File: src/common/check_pkg.sv
// Constants, register map and carrier types for the I/O check-mode tester.
// Assumes a 10 MHz system clock and a device wired with its check-mode pins.
package check_pkg;

  // Register byte offsets on the AXI4-Lite slave
  localparam logic [7:0] MODE_OFF = 8'h00;
  localparam logic [7:0] PAD_OFF = 8'h04;
  localparam logic [7:0] AC_CMD_OFF = 8'h08;
  localparam logic [7:0] STATUS_OFF = 8'h0C;

  // Bus widths and answer codes
  localparam int ADDR_W = 8;
  localparam int DATA_W = 32;
  localparam logic [1:0] RESP_OKAY = 2'h0;
  localparam logic [1:0] RESP_SLVERR = 2'h2;

  // Number of bidirectional pads watched and driven
  localparam int PAD_W = 8;

  // MODE register fields
  localparam int MODE_SEL_LSB = 0;
  localparam int MODE_LEVEL_BIT = 3;
  localparam int MODE_HIZ_BIT = 4;
  localparam logic [4:0] MODE_RESET = 5'h00;

  // PAD register fields
  localparam int PAD_VAL_LSB = 0;
  localparam int PAD_OE_LSB = 8;

  // AC_CMD start bit
  localparam int AC_START_BIT = 0;

  // STATUS register fields
  localparam int ST_AC_BUSY = 0;
  localparam int ST_AC_PASS = 1;
  localparam int ST_AC_DONE = 2;
  localparam int ST_AC_MON = 3;
  localparam int ST_DC_MON = 4;
  localparam int ST_MISMATCH = 5;
  localparam int ST_PAD_LSB = 8;

  // Settling time after any pin change before results are believed
  localparam int SETTLE_NS = 1000;
  localparam int CLK_PERIOD_NS = 100;
  localparam int SETTLE_CYCLES = (SETTLE_NS + CLK_PERIOD_NS - 1) / CLK_PERIOD_NS;
  localparam int CNT_W = $clog2(SETTLE_CYCLES + 1);

  // Test mode codes held in MODE[2:0]
  typedef enum logic [2:0] {
    MODE_NORMAL = 3'h0,
    MODE_QUIESCENT = 3'h1,
    MODE_OUT_LEVEL = 3'h2,
    MODE_IN_LEVEL = 3'h3,
    MODE_AC_PATH = 3'h4
  } test_mode_t;

  // AC path sequencer states, one-hot
  typedef enum logic [2:0] {
    AC_IDLE = 3'b001,
    AC_SETTLE = 3'b010,
    AC_CHECK = 3'b100
  } ac_state_t;

  // The four select pins driven into the device
  typedef struct packed {
    logic enable;
    logic direction;
    logic level;
    logic quiet;
  } test_pins_t;

endpackage

File: src/verilog/io_check_mode_controller.sv
// Tester-side controller for a device's I/O check-mode pins.
// Assumes device pins are synchronous to clk_in and software on AXI4-Lite.
`timescale 1ns/1ps
`default_nettype none

module io_check_mode_controller
  import check_pkg::*;
(
  // Clock and reset
  input wire logic clk_in,
  input wire logic rst_in,
  // AXI4-Lite write address and data
  input wire logic s_axi_awvalid,
  output logic s_axi_awready,
  input wire logic [ADDR_W-1:0] s_axi_awaddr,
  input wire logic s_axi_wvalid,
  output logic s_axi_wready,
  input wire logic [DATA_W-1:0] s_axi_wdata,
  input wire logic [3:0] s_axi_wstrb,
  // AXI4-Lite write response
  output logic s_axi_bvalid,
  input wire logic s_axi_bready,
  output logic [1:0] s_axi_bresp,
  // AXI4-Lite read
  input wire logic s_axi_arvalid,
  output logic s_axi_arready,
  input wire logic [ADDR_W-1:0] s_axi_araddr,
  output logic s_axi_rvalid,
  input wire logic s_axi_rready,
  output logic [DATA_W-1:0] s_axi_rdata,
  output logic [1:0] s_axi_rresp,
  // Select pins into the device
  output test_pins_t test_pins_out,
  // Monitor pins from the device
  input wire logic ac_monitor_pin_in,
  input wire logic dc_monitor_pin_in,
  // Bidirectional pads, split into three signals
  input wire logic [PAD_W-1:0] bidir_pad_in,
  output logic [PAD_W-1:0] bidir_pad_out,
  output logic [PAD_W-1:0] bidir_pad_oe_out
);

  ////////////////////////////////////////////////////////////////////////////
  // State

  logic [4:0] mode_q;
  logic [2*PAD_W-1:0] pad_q;
  test_pins_t pins_q;
  logic ac_level_q;
  ac_state_t ac_state_q;
  logic [CNT_W-1:0] ac_cnt_q;
  logic [CNT_W-1:0] stable_cnt_q;
  logic ac_pass_q;
  logic ac_done_q;
  logic mismatch_q;
  logic aw_full_q;
  logic w_full_q;
  logic [ADDR_W-1:0] awaddr_q;
  logic [DATA_W-1:0] wdata_q;
  logic [3:0] wstrb_q;
  logic bvalid_q;
  logic [1:0] bresp_q;
  logic rvalid_q;
  logic [DATA_W-1:0] rdata_q;
  logic [1:0] rresp_q;

  ////////////////////////////////////////////////////////////////////////////
  // Mode decode into pin levels

  wire [2:0] mode_sel = mode_q[MODE_SEL_LSB +: 3];
  wire is_quiescent = (mode_sel == MODE_QUIESCENT);
  wire is_out_level = (mode_sel == MODE_OUT_LEVEL);
  wire is_in_level = (mode_sel == MODE_IN_LEVEL);
  wire is_ac = (mode_sel == MODE_AC_PATH);
  // Unknown codes fall back to normal so the device stays functional
  wire in_test = is_quiescent | is_out_level | is_in_level | is_ac;
  test_pins_t pins_d;
  assign pins_d.enable = in_test;
  assign pins_d.direction = is_out_level | is_in_level;
  assign pins_d.level = is_ac ? ac_level_q : (in_test & mode_q[MODE_LEVEL_BIT]);
  // Input-level mode needs pads as inputs, so quiet goes high there too
  assign pins_d.quiet = is_ac | is_in_level | (is_out_level & mode_q[MODE_HIZ_BIT]);
  wire pins_change = (pins_d != pins_q);

  // Pads may be driven only when the device has let go of them
  wire pads_free = ~pins_q.enable | (pins_q.direction & pins_q.quiet);
  // Same test on the next pin levels, so pad enables never lag the pins
  wire pads_free_d = ~pins_d.enable | (pins_d.direction & pins_d.quiet);
  wire settled = (stable_cnt_q == '0);

  // Expected device outputs once settled
  wire expect_out = pins_q.quiet | pins_q.level;
  // Input-level mode shows input results on the DC monitor, not checked here
  wire check_dc = pins_q.enable & settled & ~is_in_level;
  wire check_pads = pins_q.enable & settled & ~pads_free;
  wire dc_bad = check_dc & (dc_monitor_pin_in != expect_out);
  wire pad_bad = check_pads & (bidir_pad_in != {PAD_W{expect_out}});
  wire mismatch_set = dc_bad | pad_bad;

  ////////////////////////////////////////////////////////////////////////////
  // Bus decode

  wire aw_take = s_axi_awvalid & s_axi_awready;
  wire w_take = s_axi_wvalid & s_axi_wready;
  wire do_write = aw_full_q & w_full_q & ~bvalid_q;
  wire ar_take = s_axi_arvalid & s_axi_arready;
  wire [DATA_W-1:0] wmask = {{8{wstrb_q[3]}}, {8{wstrb_q[2]}}, {8{wstrb_q[1]}}, {8{wstrb_q[0]}}};
  wire wr_mode = do_write & (awaddr_q == MODE_OFF);
  wire wr_pad = do_write & (awaddr_q == PAD_OFF);
  wire wr_ac = do_write & (awaddr_q == AC_CMD_OFF);
  wire wr_status = do_write & (awaddr_q == STATUS_OFF);
  wire wr_known = wr_mode | wr_pad | wr_ac | wr_status;
  wire [DATA_W-1:0] wr_bits = wdata_q & wmask;
  wire [4:0] mode_next = (mode_q & ~wmask[4:0]) | wr_bits[4:0];
  wire [2*PAD_W-1:0] pad_next = (pad_q & ~wmask[2*PAD_W-1:0]) | wr_bits[2*PAD_W-1:0];
  wire clr_done = wr_status & wr_bits[ST_AC_DONE];
  wire clr_mismatch = wr_status & wr_bits[ST_MISMATCH];

  // AC sequencer start: only in AC path mode and only when idle
  wire ac_start = wr_ac & wr_bits[AC_START_BIT] & is_ac & (ac_state_q == AC_IDLE);
  wire ac_finish = (ac_state_q == AC_CHECK);

  // Read data mux
  wire [DATA_W-1:0] status_word = {
    {(DATA_W-ST_PAD_LSB-PAD_W){1'b0}}, bidir_pad_in, 2'h0, mismatch_q,
    dc_monitor_pin_in, ac_monitor_pin_in, ac_done_q, ac_pass_q, (ac_state_q != AC_IDLE)};
  wire rd_mode = (s_axi_araddr == MODE_OFF);
  wire rd_pad = (s_axi_araddr == PAD_OFF);
  wire rd_ac = (s_axi_araddr == AC_CMD_OFF);
  wire rd_status = (s_axi_araddr == STATUS_OFF);
  wire rd_known = rd_mode | rd_pad | rd_ac | rd_status;
  wire [DATA_W-1:0] rd_word = rd_mode ? {27'h0, mode_q} :
                              rd_pad ? {16'h0, pad_q} :
                              rd_status ? status_word : 32'h0;

  assign s_axi_awready = ~aw_full_q & ~bvalid_q;
  assign s_axi_wready = ~w_full_q & ~bvalid_q;
  assign s_axi_arready = ~rvalid_q;
  assign s_axi_bvalid = bvalid_q;
  assign s_axi_bresp = bresp_q;
  assign s_axi_rvalid = rvalid_q;
  assign s_axi_rdata = rdata_q;
  assign s_axi_rresp = rresp_q;

  ////////////////////////////////////////////////////////////////////////////
  // Write channel holding registers and response

  always_ff @(posedge clk_in) begin
    if (rst_in) begin
      aw_full_q <= 1'b0;
      w_full_q <= 1'b0;
      awaddr_q <= '0;
      wdata_q <= '0;
      wstrb_q <= 4'h0;
      bvalid_q <= 1'b0;
      bresp_q <= RESP_OKAY;
    end else begin
      if (aw_take) begin
        aw_full_q <= 1'b1;
        awaddr_q <= s_axi_awaddr;
      end else if (do_write) begin
        aw_full_q <= 1'b0;
      end
      if (w_take) begin
        w_full_q <= 1'b1;
        wdata_q <= s_axi_wdata;
        wstrb_q <= s_axi_wstrb;
      end else if (do_write) begin
        w_full_q <= 1'b0;
      end
      if (do_write) begin
        bvalid_q <= 1'b1;
        bresp_q <= wr_known ? RESP_OKAY : RESP_SLVERR;
      end else if (s_axi_bready) begin
        bvalid_q <= 1'b0;
      end
    end
  end

  // Read channel, answer held until taken
  always_ff @(posedge clk_in) begin
    if (rst_in) begin
      rvalid_q <= 1'b0;
      rdata_q <= '0;
      rresp_q <= RESP_OKAY;
    end else if (ar_take) begin
      rvalid_q <= 1'b1;
      rdata_q <= rd_word;
      rresp_q <= rd_known ? RESP_OKAY : RESP_SLVERR;
    end else if (s_axi_rready) begin
      rvalid_q <= 1'b0;
    end
  end

  ////////////////////////////////////////////////////////////////////////////
  // Control registers, pins and pads

  always_ff @(posedge clk_in) begin
    if (rst_in) begin
      mode_q <= MODE_RESET;
      pad_q <= '0;
      pins_q <= '0;
      bidir_pad_out <= '0;
      bidir_pad_oe_out <= '0;
    end else begin
      if (wr_mode) mode_q <= mode_next;
      if (wr_pad) pad_q <= pad_next;
      pins_q <= pins_d;
      // Every pad has a defined value, driven or released
      bidir_pad_out <= pad_q[PAD_VAL_LSB +: PAD_W];
      bidir_pad_oe_out <= pad_q[PAD_OE_LSB +: PAD_W] & {PAD_W{pads_free_d}};
    end
  end

  // Settling counter restarts on every pin change
  always_ff @(posedge clk_in) begin
    if (rst_in) begin
      stable_cnt_q <= CNT_W'(SETTLE_CYCLES);
    end else if (pins_change) begin
      stable_cnt_q <= CNT_W'(SETTLE_CYCLES);
    end else if (!settled) begin
      stable_cnt_q <= stable_cnt_q - 1'b1;
    end
  end

  // Sticky mismatch flag; a new mismatch beats a clear in the same cycle
  always_ff @(posedge clk_in) begin
    if (rst_in) begin
      mismatch_q <= 1'b0;
    end else if (mismatch_set) begin
      mismatch_q <= 1'b1;
    end else if (clr_mismatch) begin
      mismatch_q <= 1'b0;
    end
  end

  ////////////////////////////////////////////////////////////////////////////
  // AC path sequencer: toggle level, wait, compare monitor

  always_ff @(posedge clk_in) begin
    if (rst_in) begin
      ac_state_q <= AC_IDLE;
      ac_level_q <= 1'b0;
      ac_cnt_q <= '0;
      ac_pass_q <= 1'b0;
    end else begin
      unique case (ac_state_q)
        AC_IDLE: begin
          if (ac_start) begin
            ac_level_q <= ~ac_level_q;
            ac_cnt_q <= CNT_W'(SETTLE_CYCLES);
            ac_state_q <= AC_SETTLE;
          end
        end
        AC_SETTLE: begin
          // Delay path must settle before the monitor is believed
          if (ac_cnt_q == '0) ac_state_q <= AC_CHECK;
          else ac_cnt_q <= ac_cnt_q - 1'b1;
        end
        AC_CHECK: begin
          ac_pass_q <= (ac_monitor_pin_in == ac_level_q);
          ac_state_q <= AC_IDLE;
        end
        default: ac_state_q <= AC_IDLE;
      endcase
    end
  end

  // Done flag: completion beats a software clear
  always_ff @(posedge clk_in) begin
    if (rst_in) ac_done_q <= 1'b0;
    else if (ac_finish) ac_done_q <= 1'b1;
    else if (clr_done) ac_done_q <= 1'b0;
  end

  assign test_pins_out = pins_q;

endmodule
`default_nettype wire

File: config.mk
export PLATFORM = sky130hd
export DESIGN_NAME = io_check_mode_controller
export DESIGN_NICKNAME = d
export VERILOG_FILES = /design/src/common/check_pkg.sv /design/src/verilog/io_check_mode_controller.sv
export SDC_FILE = /design/constraint.sdc
export NUM_CORES = 1
export LEC_CHECK = 0
export ABC_AREA = 0
export BUFFER_PORTS_ARGS = -buffer_cell sky130_fd_sc_hd__clkbuf_2
export CAP_MARGIN = 40
export CORE_UTILIZATION = 45
export DETAILED_ROUTE_END_ITERATION = 10
export PLACE_DENSITY = 0.79
export SLEW_MARGIN = 20
export SYNTH_ARGS = -nofsm -noshare
export SYNTH_HDL_FRONTEND = slang
export SYNTH_SLANG_ARGS = --single-unit
File: constraint.sdc
create_clock -name clk_in -period 2 [get_ports clk_in]
set_input_delay 0.4 -clock clk_in [delete_from_list [all_inputs] [get_ports clk_in]]
set_output_delay 0.4 -clock clk_in [all_outputs]
set_load 0.02 [all_outputs]
[Word-level counts from Yosys, hierarchy flattened]
Cells that the tools add are included.
Cells by class
  $add $sub $neg: 2
  equality and inequality tests: 21
  muxes and demuxes: 23
  bitwise operators: 58
  reductions and logical operators: 15
Operators by type and width (number)
  $mux W16: 3
  $and A16 B16 Y16: 2
  $eq A8 B4 Y1 const B: 4
  $and A1 B1 Y1: 25
  $eq A8 B3 Y1 const B: 2
  $logic_not A8 Y1: 2
  $not A16 Y16: 1
  $or A1 B1 Y1: 16
  $or A16 B16 Y16: 1
  $reduce_bool A2 Y1: 7
  $mux W1: 12
  $eq A3 B2 Y1 const B: 3
  $not A1 Y1: 9
  $and A8 B8 Y8: 1
  $logic_not A4 Y1: 2
  $mux W4: 2
  $ne A8 B8 Y1: 1
  $pmux W4 S2: 1
  $sub A4 B1 Y4 const B: 2
  $eq A3 B1 Y1 const B: 2
  $eq A3 B3 Y1 const B: 2
  $mux W3: 2
  $ne A2 B2 Y1 const B: 3
  $pmux W3 S2: 1
  11 further kinds: 13
Word-level totals
  flip-flop bits (word level): 122
  input port bits: 69
  output and inout bits: 61
  word-level logic and storage cells: 144

[Logic depth before layout (Yosys ltp)]
Gate-level depths: netlist of run 1.
  depth after elaboration: 8
  depth in mapped cells: 7
  gate-level depth less buffers: 7

[Worst setup path before layout of run 1]
Ideal clock, no wire load.
  path kind: input to register
  start point: in s_axi_araddr[5]
  end point: reg rdata_q[10], in the netlist s_axi_rdata[10]
  setup time: 60 ps
  arrival time: 2032 ps
  required time: 1940 ps
  setup slack: -92 ps
  stages: 5
  cell sequence: or4_1 nor4_4 nand2_1 nor3b_2 a221o_1
On the way
  cells in the longest elaborated chain, start to end: 4
RTL lines
  start, declared: RTL line io_check_mode_controller.sv:27  | input wire logic [ADDR_W-1:0] s_axi_araddr,
  $eq A8 B4 Y1: RTL line io_check_mode_controller.sv:130  | wire rd_status = (s_axi_araddr == STATUS_OFF);
  $mux W16: RTL line io_check_mode_controller.sv:134  | rd_status ? status_word : 32'h0;
  $mux W16: RTL line io_check_mode_controller.sv:133  | rd_pad ? {16'h0, pad_q} :
  $mux W16 (*): RTL line io_check_mode_controller.sv:132  | wire [DATA_W-1:0] rd_word = rd_mode ? {27'h0, mode_q} :
  end signal, assigned: RTL line io_check_mode_controller.sv:188  | rdata_q <= rd_word;
  end, declared: RTL line io_check_mode_controller.sv:64  | logic [DATA_W-1:0] rdata_q;
Mark *: on every way between the ends. The rest lies on a longest branch, timed or not.
A chain may end at the register's enable or synchronous reset.

==> results of run 1 <==
## final timing paths
| path | end |
|---|---|
| max | flip-flop |
| min | awaddr_q[4]$_SDFFE_PP0P_ |
| max reg2reg | flip-flop |
| min reg2reg | wdata_q[13]$_SDFFE_PP0P_ |
## cell families after synthesis
| kind of cell | Yosys count | share of synthesized area |
|---|---|---|
| AND/OR/NAND/NOR | 207 | 0.251 |
| flip-flops | 104 | 0.487 |
| AO/OA/AOI/OAI | 89 | 0.130 |
| buffers and inverters | 51 | 0.0608 |
| multiplexers | 16 | 0.0389 |
| XOR/XNOR | 10 | 0.0205 |
| adder cells (fa/ha/maj) | 4 | 0.0117 |
| other | 1 | 0.000877 |
## metal layers
metal	global-route usage	wire (um)	up-vias
met5	0	0	-
met4	0.0814	129	0
met1	0.261	4440	1688
li1	-	-	1814
met3	0.0288	436	12
met2	0.328	4570	101
## cell usage in the layout, fill, tap and decap left out, drive strengths merged, types with 2 or more instances in the layout
| cell type | netlist | final |
|---|---|---|
| inv | 10 | 11 |
| nand4b | 5 | 5 |
| nor3 | 9 | 9 |
| nand4 | 3 | 3 |
| and2 | 20 | 20 |
| a221o | 9 | 9 |
| a21o | 2 | 2 |
| or4 | 3 | 3 |
| conb | 1 | 18 |
| xor2 | 5 | 5 |
| clkbuf | 16 | 103 |
| nor3b | 5 | 5 |
| clkinvlp | 0 | 2 |
| dfxtp | 104 | 104 |
| a211o | 2 | 2 |
| nand2 | 80 | 80 |
| ha | 4 | 4 |
| buf | 25 | 22 |
| a211oi | 4 | 4 |
| or3 | 2 | 2 |
| a22oi | 6 | 6 |
| o21ai | 15 | 15 |
| clkinv | 0 | 2 |
| xnor2 | 5 | 5 |
| a22o | 4 | 4 |
| mux2 | 5 | 5 |
| a21oi | 43 | 43 |
| nand3 | 2 | 2 |
| mux2i | 11 | 11 |
| nand3b | 3 | 3 |
| nor2 | 35 | 35 |
| nand2b | 17 | 17 |
| nor4 | 6 | 6 |
| nor2b | 13 | 13 |
## worst max-delay path, stage by stage, from the launching register on
cell,delay [ps]
dfxtp_2,340
or4_4,550
or4_4,480
nor3_4,170
buf_12,160
mux2i_1,190
nor2_1,60
## layout make-up
type / count / share of cell area
Tap cell: 129 / 0.0312
Clock inverter: 6 / 0.0131
Inverter: 10 / 0.00726
Clock buffer: 10 / 0.0266
Sequential cell: 104 / 0.403
Multi-Input combinational cell: 344 / 0.392
Timing Repair Buffer: 115 / 0.127
## repair_timing
action,CTS,global route
endpoints found under the setup margin,13,20
gates cloned,0,0
pin swaps,7,5
gates resized for setup,2,4
## power by group through the flow
stage / sequential, mW / combinational [mW] / clock, mW
final: 2.18 / 0.363 / 1.34
after CTS: 2.17 / 0.364 / 1.35
after floorplan: 2.21 / 0.261 / 0
after detailed placement: 2.22 / 0.362 / 0
after global routing: 2.18 / 0.406 / 1.43
after global placement: 2.22 / 0.349 / 0
## per-stage QoR
stage          utilization  total power [mW]  TNS [ps]  std cells  worst slack (ps)
2_1_floorplan            -              2.48      -224        499             -28.0
3_3_place_gp         0.535              2.57     -44.2        702             -15.2
3_5_place_dp         0.535              2.58      -181        702             -39.5
4_1_cts              0.558              3.88      -279        718             -41.0
5_1_grt              0.559              4.02     -1390        718              -130
6_report             0.559              3.88      -423        718             -51.0
==> flow_summary_export.csv, run 1 <==
group,metric,value,unit
clock_network,cts-root-buf,"clkbuf_8",
clock_network,cts_htree_levels,3,
status,failed_checks,"setup timing",
pwr,power_leakage,2.15,nW
drt,drtAntennaViolNets,0,
clock_network,cts_buffers,9,
clock_network,post_cts.repair.setup_buffers,0,
pwr,clkPwrFrac,0.345,
global_route,grt_first_pass_wirelength,15500,um
global_route,track_usage,0.198,
synthesis,most_common_cell_in_the_synthesized_netlist,"dfxtp_1",
layout,area_growth,20.8,%
job,cap_violations,0,
sta,fmax,488,MHz
synthesis,netlist_top_cells_area,"dfxtp_1 49%, nand2_1 7.0%, a21oi_1 5.0%, buf_4 3.2%, nor2_1 3.1%",
critical_path,crit_type,"reg -> reg",
synthesis,synth-main-ff-cell,"dfxtp_1",
synthesis,synth_area_per_cell,8.88,um2
floorplan,ios,130,
critical_path,r2r_setup_slack,-50,ps
sta,max_slew_margin_vs_limit,0.562,
clock_network,clockBufferDepth,2,
status,outcome,"finished, violations left",
pwr,pwr-share-seq,0.561,
global_route,grt_antenna_before_repair,0,
place,port_buffers,93,
sta,hold_violations,0,
worst_hold_path,hp-class,"in -> reg",
floorplan,core.rowCount,35,
critical_path,critPathRequiredTime,2260,ps
layout,flip_flop_and_latch_area,2080,um2
drt,wl,9570,um
clock_network,holdBufCountCts,0,
sta,rsz0062_at_grt,"yes",
synthesis,number_of_enable_type_register_cells_in_the_synthesized_netlist,0,
critical_path,worstSetupEndpointType,"flip-flop",
clock_network,worst_skew_pair.late_latency,370,ps
global_route,globalRoute.totalOverflow,0,
clock_network,clkTransAtPathRegs,100,ps
layout,finish.net_count,657,
drt,initialDrtViolationCount,159,
critical_path,critPathLaunchType,"flip-flop",
critical_path,timing.critical_path.from,"awaddr_q[7]$_SDFFE_PP0P_",
worst_hold_path,min_path_cells,3,
place,dpl_hpwl,7130,um
synthesis,post-synth-top-area-cell,"dfxtp_1",
synthesis,yosys_warnings,0,
synthesis,synth_seq_area_share,0.487,
critical_path,path_max_fanout,8,
synthesis,fraction_of_registers_with_async_set_reset,0,
critical_path,timing.reg2reg.worst_path_depth,6,
synthesis,mappedNetlistArea,4280,um2
synthesis,syn-instance-count,482,
global_route,grt_max_degree,63,
sta,min_period_over_period,1.03,
floorplan,die_height,99.5,um
worst_hold_path,hold_path_startpoint,"s_axi_awaddr[4]",
synthesis,synth_seq_cells,104,
drt,detailroute.via_count,3615,
clock_network,tritoncts_num_sinks,104,
sta,fin_skew,10.8,ps
floorplan,die_w,99.5,um
critical_path,cp_data_arrival_time,2310,ps
layout,share_of_layout_cells_above_drive_strength_1,0.258,
layout,layout.cell_area.non_filler,5170,um2
global_route,first_global_vias,3324,
layout,multiInputGateArea,2020,um2
sta,setup_slack,-51.0,ps
floorplan,start_util,0.463,
pwr,power_switching_share,0.255,
drt,detail_route.drc_violations,0,
place,dpl-instance-area,4940,um2
pwr,pwr-share-comb,0.094,
pwr,power.density,750,nW/um2
synthesis,synth_cell_type_count,47,
pwr,vdd_drop_max,0.399,mV
drt,drt_pass1_iterations,4,
layout,n_fill_cell,840,
floorplan,design.core.area,9240,um2
floorplan,die_area,9900,um2
drt,route.detailed.wl_per_inst,13.3,um
sta,time_the_worst_path_needs_with_i_o_delays_and_setup,2050,ps
synthesis,post-synth-top-area-fraction,0.487,
sta,final.hold.worst_slack,236,ps
critical_path,critical_path.reg2reg.startpoint,"awaddr_q[7]$_SDFFE_PP0P_",
clock_network,cts_tree,"yes",
pwr,p_switching,988,uW
sta,tightestPinTransition,656,ps
sta,setup-violations-final,13,
drt,routed_via_density,5.03,
sta,timing_max_transition_violations_final,0,
layout,diodes,0,
pwr,cell_internal_pwr,2.89,mW
synthesis,yosys-top-cells-count,"104 x dfxtp_1, 80 x nand2_1, 43 x a21oi_1",
place,place_congestion,0.861,
Note: power is estimated with default switching activity, not from simulation.
==> run 2, diff against run 1 <==
--- a/config.mk
+++ b/config.mk
@@ -8,6 +8,7 @@
 export ABC_AREA = 0
 export BUFFER_PORTS_ARGS = -buffer_cell sky130_fd_sc_hd__clkbuf_2
 export CAP_MARGIN = 40
+export CORE_MARGIN = 5
 export CORE_UTILIZATION = 45
 export DETAILED_ROUTE_END_ITERATION = 10
 export PLACE_DENSITY = 0.79
==> flow_summary_export.csv, run 2 (synthesis results as in run 1) <==
group,metric,value,unit
floorplan,start_util,0.463,
sta,fin_tns_setup,-171,ps
drt,wl,9950,um
critical_path,path_max_fanout,8,
sta,timing_max_transition_violations_final,0,
layout,diodes,0,
global_route,globalRouteMet2Util,0.268,
status,failed_checks,"setup timing",
floorplan,die_w,108,um
drt,routed_via_density,5.02,
place,place_congestion,0.809,
critical_path,critPathRequiredTime,2250,ps
drt,detail_route.drc_violations,0,
status,outcome,"finished, violations left",
layout,mostFrequentLayoutCell,"dfxtp_1",
layout,utilization,0.565,
layout,layout.cell_area.non_filler,5220,um2
layout,finish.net_count,658,
clock_network,cts_buffers,9,
global_route,grt-busiest-layer,"met2",
sta,hold_violations,0,
global_route,grtUsageMet1,0.223,
drt,detailroute.via_count,3610,
global_route,globalRoute.totalOverflow,0,
sta,setup_slack,-36.4,ps
job,cap_violations,0,
critical_path,cp_data_arrival_time,2290,ps
global_route,global_route.usage.met3,0.0474,
sta,fin_skew,13.3,ps
sta,time_the_worst_path_needs_with_i_o_delays_and_setup,2040,ps
layout,area_growth,22.1,%
clock_network,cts_htree_levels,3,
clock_network,cts-root-buf,"clkbuf_8",
sta,rsz0062_at_grt,"yes",
drt,initialDrtViolationCount,202,
pwr,power.density,761,nW/um2
critical_path,crit_type,"reg -> reg",
drt,route.detailed.wl_per_inst,13.8,um
pwr,power_leakage,2.18,nW
global_route,first_global_vias,3398,
sta,min_period_over_period,1.02,
clock_network,tritoncts_num_sinks,104,
sta,setup-violations-final,11,
drt,drtAntennaViolNets,0,
sta,tightestPinTransition,642,ps
clock_network,cts_tree,"yes",
global_route,grt_antenna_before_repair,0,
clock_network,post_cts.repair.setup_buffers,0,
clock_network,worst_skew_pair.late_latency,360,ps
critical_path,critPathLaunchType,"flip-flop",
drt,drt_pass1_iterations,5,
floorplan,ios,130,
place,port_buffers,93,
sta,max_slew_margin_vs_limit,0.571,
critical_path,worstSetupEndpointType,"flip-flop",
floorplan,die_height,108,um
layout,share_of_layout_cells_above_drive_strength_1,0.268,
clock_network,clockBufferDepth,2,
floorplan,core.rowCount,35,
sta,fmax,491,MHz
global_route,grt_max_degree,48,
place,dpl_hpwl,7510,um
place,dpl-instance-area,4950,um2
clock_network,clkTransAtPathRegs,100,ps
global_route,track_usage,0.169,
pwr,vdd_drop_max,0.371,mV
global_route,grt_first_pass_wirelength,15800,um
floorplan,design.core.area,9240,um2
floorplan,die_area,11600,um2
worst_hold_path,hp-class,"in -> reg",
layout,mostFrequentLayoutCells,"103 x dfxtp_1, 93 x clkbuf_2, 75 x nand2_1, 40 x a21oi_1, 34 x nor2_1",
[run 2: final cells by class]
| cell class | instances | area, um2 |
|---|---|---|
| clock buffer | 11 | 141 |
| clock inverter | 5 | 78.8 |
| fill | 822 | 4020 |
| inverter | 10 | 37.5 |
| multi-input combinational | 344 | 2060 |
| sequential | 104 | 2080 |
| tap | 129 | 161 |
| timing repair buffer | 116 | 663 |
[run 2: report_power, final]
part	total, mW	switching [mW]	internal (mW)
combinational	0.372	0.225	0.147
clock	1.43	0.686	0.741
sequential	2.17	0.0458	2.13
[run 2: metal layers]
metal	vias up	share of wire
li1	1812	-
met2	130	0.47
met4	0	0.015
met3	15	0.070
met5	-	0
met1	1653	0.45
[run 2: final timing paths]
kind                                                from                  endpoint  slack (ps)  cells after the start
worst max-delay path            awaddr_q[7]$_SDFFE_PP0P_                 flip-flop         -40                      6
worst min-delay path                     s_axi_awaddr[7]  awaddr_q[7]$_SDFFE_PP0P_         250                      3
worst max register to register  awaddr_q[7]$_SDFFE_PP0P_                 flip-flop         -40                      6
worst min register to register  awaddr_q[7]$_SDFFE_PP0P_  awaddr_q[7]$_SDFFE_PP0P_         460                      2
[run 2: critical path: stages (launching register included)]
cell,delay [ps]
dfxtp_2,330
or4_4,530
or4_4,490
nor3_4,170
buf_12,160
mux2i_1,200
nor2_1,60
[run 2: timing repair]
action / 4_1_cts / 5_1_grt
resized for setup: 3 / 10
endpoints found under the setup margin: 10 / 27
pin swaps: 1 / 10
cloned: 0 / 0
hold buffers: 0 / 0
[run 2: through the flow]
step / hold WS [ps] / std cells / setup slack [ps] / total power, mW
2_1_floorplan: 436 / 499 / -28.0 / 2.48
3_3_place_gp: 444 / 703 / 3.94 / 2.57
3_5_place_dp: 445 / 703 / -10.1 / 2.59
4_1_cts: 239 / 719 / -39.9 / 3.99
5_1_grt: 234 / 719 / -112 / 4.14
6_report: 254 / 719 / -36.4 / 3.97
